## src/hdl/pulse_flasher_pkg.sv

```systemverilog
package pulse_flasher_pkg;

  // ****************************************************************
  // register map
  // ****************************************************************
  localparam logic [11:0] OFF_CTRL     = 12'h000;
  localparam logic [11:0] OFF_INTERVAL = 12'h004;
  localparam logic [11:0] OFF_STATUS   = 12'h008;
  localparam logic [11:0] OFF_COUNT    = 12'h00c;

  // ctrl fields
  localparam int CTRL_EN_USED_BIT  = 0;
  localparam int CTRL_RST_USED_BIT = 1;
  localparam int CTRL_UNIT_LSB     = 2;
  localparam int CTRL_UNIT_W       = 2;

  // status fields
  localparam int STAT_FLASH_BIT   = 0;
  localparam int STAT_RUNNING_BIT = 1;
  localparam int STAT_EN_BIT      = 2;
  localparam int STAT_RST_BIT     = 3;

  // ****************************************************************
  // interval value and units
  // ****************************************************************
  localparam int INTERVAL_W = 14;
  localparam int COUNT_W    = 26;

  // value is in hundredths: 1 means 0.01, 9999 means 99.99
  localparam logic [INTERVAL_W-1:0] INTERVAL_MIN   = 14'h0001;
  localparam logic [INTERVAL_W-1:0] INTERVAL_MAX   = 14'h270f;
  localparam logic [INTERVAL_W-1:0] INTERVAL_RESET = 14'h0064;

  typedef enum logic [1:0] {
    UNIT_SEC  = 2'h0,
    UNIT_MIN  = 2'h1,
    UNIT_HOUR = 2'h2
  } unit_t;

  localparam logic [1:0] UNIT_RESET = 2'h0;

  // ticks of one hundredth of the chosen unit, counted in 10 ms ticks
  localparam logic [11:0] SCALE_SEC  = 12'h001;
  localparam logic [11:0] SCALE_MIN  = 12'h03c;
  localparam logic [11:0] SCALE_HOUR = 12'he10;

  // ****************************************************************
  // time base
  // ****************************************************************
  localparam int CLK_PERIOD_NS = 40;
  localparam int TICK_TIME_NS  = 10_000_000;
  localparam int TICK_CYCLES   = TICK_TIME_NS / CLK_PERIOD_NS;

  typedef enum logic {
    ST_IDLE,
    ST_RUN
  } flasher_state_t;

endpackage

```

## src/hdl/pulse_flasher.sv

```systemverilog
// Added by the designer: the APB interface to the registers and the placing of the registers.
`timescale 1ns/1ps
module pulse_flasher #(
  parameter int TICK_CYCLES = pulse_flasher_pkg::TICK_CYCLES
) (
  // clock and reset
  input  wire logic        pclk,
  input  wire logic        presetn,
  // apb slave
  input  wire logic        psel,
  input  wire logic        penable,
  input  wire logic        pwrite,
  input  wire logic [11:0] paddr,
  input  wire logic [31:0] pwdata,
  output logic             pready,
  output logic [31:0]      prdata,
  output logic             pslverr,
  // function block terminals
  input  wire logic        enable_in,
  input  wire logic        reset_in,
  output logic             flash_out
);

  // ****************************************************************
  // parameter checks
  // ****************************************************************
  localparam int DIV_W = (TICK_CYCLES > 1) ? $clog2(TICK_CYCLES) : 1;

  if (TICK_CYCLES < 1) begin : g_bad_tick
    $error("TICK_CYCLES must be at least one");
  end

  localparam logic [DIV_W-1:0] DIV_LAST = DIV_W'(TICK_CYCLES - 1);
  localparam logic [DIV_W-1:0] DIV_ZERO = '0;

  // ****************************************************************
  // registers
  // ****************************************************************
  logic                                         en_used;
  logic                                         rst_used;
  logic [1:0]                                   unit_sel;
  logic [pulse_flasher_pkg::INTERVAL_W-1:0]     interval;
  logic [pulse_flasher_pkg::COUNT_W-1:0]        term;
  logic [pulse_flasher_pkg::COUNT_W-1:0]        count;
  logic [DIV_W-1:0]                             div;
  logic                                         tick;
  pulse_flasher_pkg::flasher_state_t            state;

  logic                                         en_eff;
  logic                                         rst_eff;
  logic                                         access;
  logic                                         wr_ok;
  logic                                         addr_hit;
  logic                                         bad_write;
  logic [11:0]                                  next_scale;
  logic [pulse_flasher_pkg::COUNT_W-1:0]        next_term;
  logic [31:0]                                  next_rdata;
  logic [pulse_flasher_pkg::INTERVAL_W-1:0]     wr_interval;
  logic [1:0]                                   wr_unit;

  // ****************************************************************
  // terminal qualification
  // ****************************************************************
  // a terminal that software marks unconnected reads as low
  assign en_eff  = enable_in & en_used;
  assign rst_eff = reset_in & rst_used;

  // ****************************************************************
  // apb decode
  // ****************************************************************
  // pready is a flop, so every access takes one wait cycle
  assign access      = psel & penable & ~pready;
  assign wr_interval = pwdata[pulse_flasher_pkg::INTERVAL_W-1:0];
  assign wr_unit     = pwdata[pulse_flasher_pkg::CTRL_UNIT_LSB +: pulse_flasher_pkg::CTRL_UNIT_W];

  always_comb begin
    addr_hit  = 1'b1;
    bad_write = 1'b0;
    case (paddr)
      pulse_flasher_pkg::OFF_CTRL: begin
        // the unused unit code is refused, not stored
        bad_write = pwrite && (wr_unit > 2'(pulse_flasher_pkg::UNIT_HOUR));
      end
      pulse_flasher_pkg::OFF_INTERVAL: begin
        bad_write = pwrite && ((wr_interval < pulse_flasher_pkg::INTERVAL_MIN)
                    || (wr_interval > pulse_flasher_pkg::INTERVAL_MAX)
                    || (pwdata[31:pulse_flasher_pkg::INTERVAL_W] != '0));
      end
      pulse_flasher_pkg::OFF_STATUS: begin
        bad_write = pwrite;
      end
      pulse_flasher_pkg::OFF_COUNT: begin
        bad_write = pwrite;
      end
      default: begin
        addr_hit = 1'b0;
      end
    endcase
  end

  assign wr_ok = access & pwrite & addr_hit & ~bad_write;

  always_comb begin
    next_rdata = 32'h0000_0000;
    case (paddr)
      pulse_flasher_pkg::OFF_CTRL: begin
        next_rdata[pulse_flasher_pkg::CTRL_EN_USED_BIT]  = en_used;
        next_rdata[pulse_flasher_pkg::CTRL_RST_USED_BIT] = rst_used;
        next_rdata[pulse_flasher_pkg::CTRL_UNIT_LSB +: pulse_flasher_pkg::CTRL_UNIT_W] = unit_sel;
      end
      pulse_flasher_pkg::OFF_INTERVAL: begin
        next_rdata[pulse_flasher_pkg::INTERVAL_W-1:0] = interval;
      end
      pulse_flasher_pkg::OFF_STATUS: begin
        next_rdata[pulse_flasher_pkg::STAT_FLASH_BIT]   = flash_out;
        next_rdata[pulse_flasher_pkg::STAT_RUNNING_BIT] = (state == pulse_flasher_pkg::ST_RUN);
        next_rdata[pulse_flasher_pkg::STAT_EN_BIT]      = en_eff;
        next_rdata[pulse_flasher_pkg::STAT_RST_BIT]     = rst_eff;
      end
      pulse_flasher_pkg::OFF_COUNT: begin
        next_rdata[pulse_flasher_pkg::COUNT_W-1:0] = count;
      end
      default: begin
        next_rdata = 32'h0000_0000;
      end
    endcase
  end

  // ****************************************************************
  // apb answer
  // ****************************************************************
  always_ff @(posedge pclk or negedge presetn) begin
    if (!presetn) begin
      pready  <= 1'b0;
      prdata  <= 32'h0000_0000;
      pslverr <= 1'b0;
    end else begin
      pready  <= access;
      pslverr <= access & (~addr_hit | bad_write);
      if (access && !pwrite) begin
        prdata <= next_rdata;
      end else begin
        prdata <= 32'h0000_0000;
      end
    end
  end

  // ****************************************************************
  // configuration registers
  // ****************************************************************
  always_ff @(posedge pclk or negedge presetn) begin
    if (!presetn) begin
      en_used  <= 1'b0;
      rst_used <= 1'b0;
      unit_sel <= pulse_flasher_pkg::UNIT_RESET;
    end else if (wr_ok && (paddr == pulse_flasher_pkg::OFF_CTRL)) begin
      en_used  <= pwdata[pulse_flasher_pkg::CTRL_EN_USED_BIT];
      rst_used <= pwdata[pulse_flasher_pkg::CTRL_RST_USED_BIT];
      unit_sel <= wr_unit;
    end
  end

  always_ff @(posedge pclk or negedge presetn) begin
    if (!presetn) begin
      interval <= pulse_flasher_pkg::INTERVAL_RESET;
    end else if (wr_ok && (paddr == pulse_flasher_pkg::OFF_INTERVAL)) begin
      interval <= wr_interval;
    end
  end

  // ****************************************************************
  // terminal count
  // ****************************************************************
  // registered so the multiplier stays off the counter's compare path
  always_comb begin
    case (unit_sel)
      pulse_flasher_pkg::UNIT_MIN: begin
        next_scale = pulse_flasher_pkg::SCALE_MIN;
      end
      pulse_flasher_pkg::UNIT_HOUR: begin
        next_scale = pulse_flasher_pkg::SCALE_HOUR;
      end
      default: begin
        next_scale = pulse_flasher_pkg::SCALE_SEC;
      end
    endcase
    next_term = pulse_flasher_pkg::COUNT_W'(interval) * pulse_flasher_pkg::COUNT_W'(next_scale);
  end

  always_ff @(posedge pclk or negedge presetn) begin
    if (!presetn) begin
      term <= '0;
    end else begin
      term <= next_term;
    end
  end

  // ****************************************************************
  // time base
  // ****************************************************************
  // held at zero outside run so the first interval after a start is a full one
  always_ff @(posedge pclk or negedge presetn) begin
    if (!presetn) begin
      div  <= DIV_ZERO;
      tick <= 1'b0;
    end else if (state != pulse_flasher_pkg::ST_RUN) begin
      div  <= DIV_ZERO;
      tick <= 1'b0;
    end else if (div == DIV_LAST) begin
      div  <= DIV_ZERO;
      tick <= 1'b1;
    end else begin
      div  <= div + DIV_W'(1);
      tick <= 1'b0;
    end
  end

  // ****************************************************************
  // flasher sequencing
  // ****************************************************************
  // idle is left only with enable high and reset low, so both a
  // fresh enable edge and a reset release restart from output low
  always_ff @(posedge pclk or negedge presetn) begin
    if (!presetn) begin
      state     <= pulse_flasher_pkg::ST_IDLE;
      count     <= '0;
      flash_out <= 1'b0;
    end else if (rst_eff) begin
      state     <= pulse_flasher_pkg::ST_IDLE;
      count     <= '0;
      flash_out <= 1'b0;
    end else if (!en_eff) begin
      state     <= pulse_flasher_pkg::ST_IDLE;
      count     <= '0;
      flash_out <= 1'b0;
    end else begin
      case (state)
        pulse_flasher_pkg::ST_IDLE: begin
          state     <= pulse_flasher_pkg::ST_RUN;
          count     <= '0;
          flash_out <= 1'b0;
        end
        pulse_flasher_pkg::ST_RUN: begin
          if (tick) begin
            // compare with >= so a shortened interval ends at once
            if ((count + pulse_flasher_pkg::COUNT_W'(1)) >= term) begin
              count     <= '0;
              flash_out <= ~flash_out;
            end else begin
              count <= count + pulse_flasher_pkg::COUNT_W'(1);
            end
          end
        end
        default: begin
          state     <= pulse_flasher_pkg::ST_IDLE;
          count     <= '0;
          flash_out <= 1'b0;
        end
      endcase
    end
  end

endmodule

```

## config.mk

```make
export PLATFORM = sky130hd
export DESIGN_NAME = pulse_flasher
export DESIGN_NICKNAME = d
export VERILOG_FILES = /design/src/hdl/pulse_flasher_pkg.sv /design/src/hdl/pulse_flasher.sv
export SDC_FILE = /design/constraint.sdc
export NUM_CORES = 1
export LEC_CHECK = 0
export BUFFER_PORTS_ARGS = -buffer_cell sky130_fd_sc_hd__buf_4
export CORE_MARGIN = 1.5
export CORE_UTILIZATION = 35
export DETAILED_ROUTE_END_ITERATION = 16
export HOLD_SLACK_MARGIN = 0.12
export MAX_ROUTING_LAYER = met4
export SLEW_MARGIN = 20
export SYNTH_ARGS = -nofsm -noshare
export SYNTH_HDL_FRONTEND = slang
export SYNTH_SLANG_ARGS = --single-unit
```

## constraint.sdc

```tcl
create_clock -name pclk -period 5.25 [get_ports pclk]
set_input_delay 0.525 -clock pclk [delete_from_list [all_inputs] [get_ports pclk]]
set_output_delay 0.525 -clock pclk [all_outputs]
set_load 0.02 [all_outputs]
```

**After elaboration in Yosys (flattened, before gate mapping)**

Index checks and enable logic that the tools add are counted.

- Add/sub/neg operators: 2
- Multipliers: 1
- Magnitude comparators: 4
- Equality and inequality tests: 8
- Mux-type cells: 23
- Bitwise gates (word level): 14
- Reduce and logical (&&, ||, !) cells: 13

Operators with widths:

| cell | number |
|---|---|
| two-way mux 26 bit | 5 |
| case mux 26 bit (2 select lines) | 1 |
| two-way mux 18 bit | 2 |
| adder 26 x 1 -> 26 bit, second input constant | 1 |
| greater-or-equal comparator 26 bit | 1 |
| multiplier 14 x 12 -> 26 bit | 1 |
| equality test 12 x 4 -> 1 bit, second input constant | 2 |
| case mux 12 bit (2 select lines) | 1 |
| case mux 10 bit (2 select lines) | 1 |
| adder 18 x 1 -> 18 bit, second input constant | 1 |
| equality test 18 bit, second input constant | 1 |
| nonzero test 18 bit | 1 |
| case mux 4 bit (4 select lines) | 1 |
| greater-than comparator 14 bit, second input constant | 1 |
| less-than comparator 14 x 1 -> 1 bit, second input constant | 1 |
| equality test 12 x 3 -> 1 bit, second input constant | 1 |
| zero test 12 bit | 1 |
| two-way mux 12 bit | 1 |
| two-way mux 1 bit | 9 |
| bitwise AND 1 bit | 8 |
| logical AND 1 bit | 5 |
| inverter 1 bit | 5 |
| != test 4 x 2 -> 1 bit, second input constant | 1 |
| != test 4 x 3 -> 1 bit, second input constant | 1 |
| other kinds (11) | 12 |

- Bits in registers: 125
- Input bits: 51
- Word-level logic and storage cells: 78

**Depth between registers and ports, before layout**

Gate-level depths: netlist (run 1).

- Depth after elaboration: 8
- Gate-level depth with buffers: 23

**Worst setup path after synthesis (run 1)**

OpenSTA, ideal clock, no wires.

- Path type: register to register
- Start point: register unit_sel[0]
- End point: register term[25] (netlist name)
- Setup time: 0.130 ns
- Arrival: 5.309 ns
- Data required time: 5.120 ns
- Path slack: -0.189 ns
- Stages on the path, launching flop included: 22
- Path buffers: 2
- Path through: dfrtp_1 > inv_1 > ha_1 > clkbuf_1 > clkbuf_1 > nand2_1 > fa_1 > inv_1 > ha_1 > fa_1 > fa_1 > inv_1 > fa_1 > inv_1 > ha_1 > nand3_1 > a21boi_0 > nor4_1 > a21boi_0 > o31ai_1 > mux2i_1 > nor2_1

- Cells in the longest elaborated chain, start to end: 3
- Elaborated cells on any way between the ends: 4

Ends and longest elaborated chain:

| element | RTL line | source |
|---|---|---|
| from (decl) | pulse_flasher.sv:41 | `logic [1:0] unit_sel;` |
| from (signal assigned) | pulse_flasher.sv:155 | `unit_sel <= pulse_flasher_pkg::UNIT_RESET;` |
| from (signal assigned) | pulse_flasher.sv:159 | `unit_sel <= wr_unit;` |
| equality test 2 bit or equality test 2 x 1 -> 1 bit (tied branches) | pulse_flasher.sv:176 | `case (unit_sel)` |
| case mux 12 bit (2 select lines) (*) | pulse_flasher.sv:176 |  |
| multiplier 14 x 12 -> 26 bit (*) | pulse_flasher.sv:187 | `next_term = pulse_flasher_pkg::COUNT_W'(interval) * pulse_flasher_pkg::COUNT_W'(next_scale);` |
| net next_term, one bit | pulse_flasher.sv:56 | `logic [pulse_flasher_pkg::COUNT_W-1:0] next_term;` |
| to (signal assigned) | pulse_flasher.sv:194 | `term <= next_term;` |
| to (decl) | pulse_flasher.sv:43 | `logic [pulse_flasher_pkg::COUNT_W-1:0] term;` |

Mark *: on every way through the listed nets, which the timed path passes. The rest lies on a longest branch.
A chain may end at the register's enable or synchronous reset.

**Worst setup path after layout (run 1)**

- Start point: register unit_sel[0]
- End point: register term[17] (netlist name)

The elaborated chain is that of the path after synthesis.

==> run_results.csv, run 1 <==
group,metric,value,unit
outcome,status,"finished, final reports clean",
cells_and_area,n_fill_cell,2618,
yosys,async_flop_share,100,%
critical_path,crit_path_frequent_cell,"fa_1",
global_routing,grt_use_total,17.0,%
critical_path,cp_cell_sequence,"buf_4, ha_4, buf_6, and2_1, buf_4, fa_1, ha_2, fa_1, fa_1, inv_1, fa_1, inv_1, ha_1, or4_4, o221a_4, buf_4, a21o_1, a21oi_2, nand3b_1, nand3_1",
floorplan,core_area,0.0277,sq mm
yosys,synth_edf_count,0,
critical_path,arrival,5.41,ns
cells_and_area,finalNonFillerCells,1509,
yosys,synth_top_family_by_area,"adder cells",
yosys,synth-simple-area-share,16.0,%
global_routing,grt_pass1_wl,37.7,mm
critical_path,cp_max_fo,6,
route,wl_per_cell,15.1,um
pwr,p_leak,6.45,nW
sta,fmax,0.195,GHz
yosys,yosys_most_used_dff,"dfrtp_1",
critical_path,start_kind,"register",
critical_path,cp-end-kind,"register",
sta,setup_viol,0,
clock_network,h-tree-depth,4,
critical_path,slowest_delay,0.53,ns
pwr,ir_drop,0.000211,V
sta,tightest_slew,0.800,ns
critical_path,ff2ff_path_depth,20,
route,firstDrtPassIters,5,
yosys,netlist_area,0.00982,sq mm
route,via_count,7384,
yosys,synth_adder_area_share,28.7,%
clock_network,root_buffer,"clkbuf_16",
critical_path,crit_buf_inv,6,
flow_run,maxCapViolCount,0,
sta,drv_slew,0,
yosys,ys_seq_elements,119,
sta,fin_crit_sh,97.7,%
cells_and_area,syn_to_final_growth,21.9,%
critical_path,critPathSlowestCell,"fa_1",
route,ant_nets,0,
placement,gp_congestion,0.839,
placement,place_inst,1471,
global_routing,grt_max_degree,81,
cells_and_area,final_core_utilization,43.2,%
cells_and_area,n_antenna_cell,0,
clock_network,clk_pin_slew_worst_paths,0.06,ns
clock_network,clk_latency,0.42,ns
floorplan,die_w,170,um
route,viasPerCell,4.89,
global_routing,antenna_found_initial,0,
yosys,synth-xor-area-share,5.00,%
placement,io_buffer_count,79,
floorplan,die_h,170,um
critical_path,regToRegSetupSlack,0.12,ns
critical_path,worstReg2RegEnd,"term[17]",
critical_path,timing.rr.start,"unit_sel[0]",
floorplan,initial_utilization,35.4,%
yosys,synth_cells,994,
cells_and_area,layout.nets,1358,
sta,finalHoldViolations,0,
cells_and_area,seq_area,0.00298,sq mm
clock_network,cts_buffer_depth,2,
yosys,ys_types,66,
floorplan,rows,61,
sta,finalClockSkew,0.0143,ns
sta,final.min_clock_period,5.13,ns
route,route.detailed.drc,0,
floorplan,ioPinCount,86,
yosys,synth_compound_area_share,8.82,%
floorplan,dieArea,0.0291,sq mm
clock_network,numCtsBuffers,17,
cells_and_area,multi_input_area,0.00635,sq mm
global_routing,grt_pass1_vias,7465,
cells_and_area,drive_above_1_share,20.1,%
route,routed_wl,22.9,mm
sta,hold_slack,0.130,ns
yosys,avgSynthCellArea,9.88,sq um
yosys,synth_top_cell_by_area,"dfrtp_1",
global_routing,grt_overflow,0,
yosys,synth_area_leaders,"dfrtp_1 (30%), ha_1 (16%), fa_1 (12%), inv_1 (5.5%), xnor2_1 (2.8%)",
yosys,yosys_warnings,0,
clock_network,cts_tree,"built",
yosys,seq_area_frac_synth,30.4,%
sta,relSlewSlack,46.4,%
critical_path,critPathKind,"reg -> reg",
min_path,min_path_type,"in -> async",
clock_network,cts_num_sinks,119,
pwr,p_per_area,188,mW/mm^2
placement,dp_hpwl,18.2,mm
critical_path,cp_top_family,"adder cells",
clock_network,ctsHoldBuffers,0,
yosys,synth_top_area_share,29.6,%
route,drt-initial-drc-count,382,
critical_path,crit_required,5.53,ns
yosys,synthMuxAreaShare,4.10,%
## layout by cell type (no fill, tap or decap), drive strengths merged, types with 22 or more instances in the layout
master / synthesis / final
xor2: 25 / 25
nor2: 60 / 60
fa: 60 / 60
dfrtp: 116 / 116
and2: 40 / 40
nand2: 58 / 58
and3: 24 / 24
buf: 10 / 129
ha: 129 / 129
a21oi: 27 / 27
o21ai: 22 / 22
clkbuf: 19 / 22
inv: 145 / 145
xnor2: 31 / 31
nand3: 24 / 24
## synth_stat cells (all sizes together) (14+ instances only)
library cell,n
xnor2,31
inv,145
and3,24
nor2,60
nor2b,16
clkbuf,19
a21oi,27
nand4,17
nand3,24
a22o,16
nand2,58
xor2,25
mux2i,14
dfrtp,116
and2,40
ha,129
o21ai,22
mux2,18
fa,60
## what timing repair did
item	in CTS	in global routing
pin swaps	2	21
gates resized for setup	11	44
buffers inserted	0	6
setup endpoints to repair	8	11
endpoints found under the hold margin	0	0
## cell type report
| type | count | share of cell area (%) |
|---|---|---|
| multi-input combinational | 706 | 53.1 |
| sequential | 119 | 24.9 |
| timing repair buffer | 129 | 8.25 |
| inverter | 145 | 4.55 |
| tap | 378 | 3.95 |
| clock buffer | 22 | 3.80 |
| clock inverter | 10 | 1.46 |
## per-layer routing
layer / track usage [%] / vias up / wire length, um
met4: 6.12 / 0 / 614
met1: 21.3 / 3628 / 10200
met5: - / - / 0
met3: 2.60 / 31 / 685
met2: 27.9 / 123 / 11300
li1: - / 3602 / -
## how the worst max path moves through the flow
stage / from / endpoint / depth (start not counted)
4_1_cts: unit_sel[0] / term[22] / 20
3_5_place_dp: unit_sel[1] / term[16] / 19
5_1_grt: unit_sel[1] / term[18] / 20
6_report: unit_sel[0] / term[17] / 20
2_1_floorplan: unit_sel[0] / term[25] / 21
3_3_place_gp: unit_sel[1] / term[17] / 22
## worst reg2reg max path: cells and delay by family (launching register included)
family          cells  cell delay (ns)
fa+ha+maj           7             2.53
compound gates      3             0.59
simple gates        4             0.84
buf+inv             6             0.63
flops               1             0.40
## state kept, by name (all words and copies together), names as in the netlist, 2 cells and up
name,cells
count,26
prdata,26
term,26
div,18
interval,14
unit_sel,2
## power by group
group	internal, mW	switching, mW	leakage, nW	total (mW)
clock	0.850	0.407	0.312	1.26
combinational	0.0312	0.0427	4.49	0.0739
sequential	0.919	0.000453	1.65	0.920
total	1.80	0.450	6.45	2.25
## through the flow
stage	area, sq um	setup TNS, ns	total power [mW]	worst slack (ns)
final	12000	0	2.25	0.123
after global routing	12000	-0.0391	2.33	-0.0169
after CTS	11800	0	2.28	0.0110
after detailed placement	11100	-0.738	1.01	-0.124
after global placement	11100	-0.00752	1.01	-0.00752
after floorplan	9840	-0.00869	0.958	-0.00869
## cell families (layout without fill, tap and decap cells)
group / Yosys count / count (layout)
buffers and inverters: 174 / 306
adders and majority gates: 189 / 189
muxes: 33 / 33
and+or+nand+nor: 296 / 296
DFF: 119 / 119
xor gates and xnor gates: 56 / 56
other: 1 / 6
AOI/OAI and AO/OA: 126 / 126
Power figures use the tool's default switching activity.
==> run 2, diff against run 1 <==
- ABC_AREA: not set -> 1
- CORE_MARGIN: 1.5 -> not set
==> run 2 against run 1 <==
Net effect: wire length increased by 13%; highest routed layer unchanged; clock skew is 0.0053 ns higher; clock-buffer cell count decreased by 3; utilization shrank 1.2 points; largest power group unchanged; sequential share of layout area fell by 0.43 points; sequential cell count unchanged.
==> run_results.csv, run 2 <==
group,metric,value,unit
sta,finalClockSkew,0.0196,ns
yosys,netlist_area,0.0104,sq mm
yosys,synth_top_cell_by_area,"dfrtp_1",
cells_and_area,largestRegisters,"count (26), prdata (26), term (26)",
critical_path,critPathKind,"reg -> reg",
clock_network,clk_latency,0.43,ns
placement,place_inst,1778,
floorplan,initial_utilization,36.0,%
critical_path,critPathLaunch,"unit_sel[0]",
pwr,ir_drop,0.000171,V
route,routed_wl,25.9,mm
clock_network,root_buffer,"clkbuf_16",
sta,fin_crit_sh,95.6,%
route,route.detailed.drc,0,
yosys,ys_top_cells_by_count,"nand2_1 (273), inv_1 (261), ha_1 (129)",
route,ant_nets,0,
cells_and_area,fin_area,0.0122,sq mm
floorplan,dieArea,0.0305,sq mm
clock_network,cts_num_sinks,119,
sta,drv_slew,0,
clock_network,post_cts_buffers,0,
cells_and_area,final_cell_mix,"nand2_1 (269), inv_1 (261), ha_1 (126)",
yosys,yosys_warnings,0,
cells_and_area,final_core_utilization,42.0,%
placement,place_ws,0.0332,ns
yosys,ys_types,46,
yosys,synth_edf_count,0,
yosys,synth_cells,1321,
placement,io_buffer_count,79,
critical_path,timing.rr.start,"unit_sel[0]",
floorplan,rows,62,
yosys,ys_seq_elements,119,
flow_run,maxCapViolCount,0,
yosys,yosys_most_used_dff,"dfrtp_1",
critical_path,cp_max_fo,14,
global_routing,grt_pass1_wl,42.4,mm
clock_network,h-tree-depth,4,
floorplan,die_h,175,um
clock_network,clk_pin_slew_worst_paths,0.06,ns
route,viasPerCell,4.85,
pwr,p_leak,6.78,nW
outcome,status,"finished, final reports clean",
sta,finalHoldViolations,0,
critical_path,regToRegSetupSlack,0.23,ns
floorplan,core_area,0.0290,sq mm
cells_and_area,finalNonFillerCells,1810,
global_routing,grt_max_degree,62,
sta,grt_setup_unrepaired,"true",
clock_network,cts_buffer_depth,2,
route,drt-initial-drc-count,582,
floorplan,die_w,175,um
sta,setup_viol,0,
sta,setup_ws,0.233,ns
global_routing,grt_pass1_vias,8397,
placement,dp_hpwl,21.3,mm
sta,fmax,0.199,GHz
critical_path,crit_required,5.59,ns
route,firstDrtPassIters,5,
clock_network,ctsHoldBuffers,0,
yosys,yosys.cell_count.top_type,"nand2_1",
cells_and_area,drive_above_1_share,12.2,%
yosys,synth_top_area_share,27.8,%
cells_and_area,mostFrequentLayoutCell,"nand2_1",
cells_and_area,n_antenna_cell,0,
floorplan,ioPinCount,86,
critical_path,cp-end-kind,"register",
route,via_count,8776,
cells_and_area,layout.nets,1653,
placement,dpl_cell_area,0.0115,sq mm
global_routing,antenna_found_initial,0,
sta,final.min_clock_period,5.02,ns
critical_path,start_kind,"register",
pwr,p_per_area,178,mW/mm^2
clock_network,cts_tree,"built",
global_routing,grt_overflow,0,
global_routing,grt_use_total,17.9,%
min_path,min_path_type,"in -> async",
clock_network,numCtsBuffers,17,
placement,gp_congestion,0.923,
yosys,async_flop_share,100,%
yosys,avgSynthCellArea,7.90,sq um
sta,relSlewSlack,34.2,%
sta,hold_slack,0.169,ns
sta,tightest_slew,0.984,ns
cells_and_area,syn_to_final_growth,16.7,%
yosys,seq_area_frac_synth,28.6,%
route,wl_per_cell,14.3,um
yosys,synth_area_leaders,"dfrtp_1 (28%), ha_1 (15%), fa_1 (12%), nand2_1 (9.8%), inv_1 (9.4%)",
critical_path,arrival,5.35,ns
[run 2: changes by cell type after synthesis, sizes merged, moves of 27 or more]
cell,before,now
inv,145,271
nand3,24,56
nor2,60,127
o21ai,22,49
nand2,58,275
and2,40,3
[run 2: metrics by stage]
stage | setup TNS [ns] | total power, mW
4_1_cts | 0 | 2.18
6_report | 0 | 2.16
3_5_place_dp | 0 | 1.02
2_1_floorplan | 0 | 0.962
3_3_place_gp | 0 | 1.02
5_1_grt | -0.0325 | 2.24
[run 2: report_power, final]
group | leakage [nW] | total (mW) | internal [mW] | switching [mW]
registers | 1.65 | 0.919 | 0.919 | 0.000347
clock network | 0.280 | 1.16 | 0.715 | 0.450
logic | 4.85 | 0.0799 | 0.0310 | 0.0489
[run 2: cell families (layout without fill, tap and decap cells)]
logic type	count (synthesis)	after routing	share of synthesized area (%)
and+or+nand+nor	533	533	22.3
buffers and inverters	298	398	11.1
adders and majority gates	189	189	27.0
AOI/OAI and AO/OA	137	137	7.36
DFF	119	119	28.6
xor gates and xnor gates	44	44	3.69
other	1	6	0.0359
[run 2: cell type report]
cell class	count	area, sq um
multi-input cells	909	6390
clock buffers	19	443
flip-flops and latches	119	2980
clock inverters	13	145
well taps	384	480
repair buffers	94	713
inverters	272	1020
fillers	3002	16800
[run 2: what timing repair did]
action | in CTS | in global routing
pin swaps | 0 | 3
endpoints found under the setup margin | 1 | 12
resized for setup | 1 | 24
[run 2: critical path, stage by stage, from the launching register on]
cell and delay [ns]:
dfrtp_1 0.42, inv_1 0.11, ha_2 0.23, buf_8 0.16, nand2_1 0.11, fa_1 0.55
inv_1 0.04, ha_1 0.33, fa_1 0.53, fa_1 0.54, inv_1 0.05, fa_1 0.52
inv_1 0.04, ha_1 0.28, buf_4 0.13, nand2_2 0.09, nor4_2 0.36, nand4_1 0.14
nand3_1 0.12, xor2_1 0.16
[run 2: metal layers]
metal  GRT usage (%)  share of wire (%)
met1            24.6                 48
met2            28.1                 47
met3            2.59                4.0
met4            3.73               0.86
met5               -                  0
[run 2: path summary, 6_finish.rpt]
kind                                    end  depth (start not counted)
worst min-delay path             prdata[21]                          1
worst min register to register       div[0]                          1
worst max-delay path               term[24]                         19
max in group asynchronous       interval[3]                          2
worst max register to register     term[24]                         19
min in group pclk                     state                          2
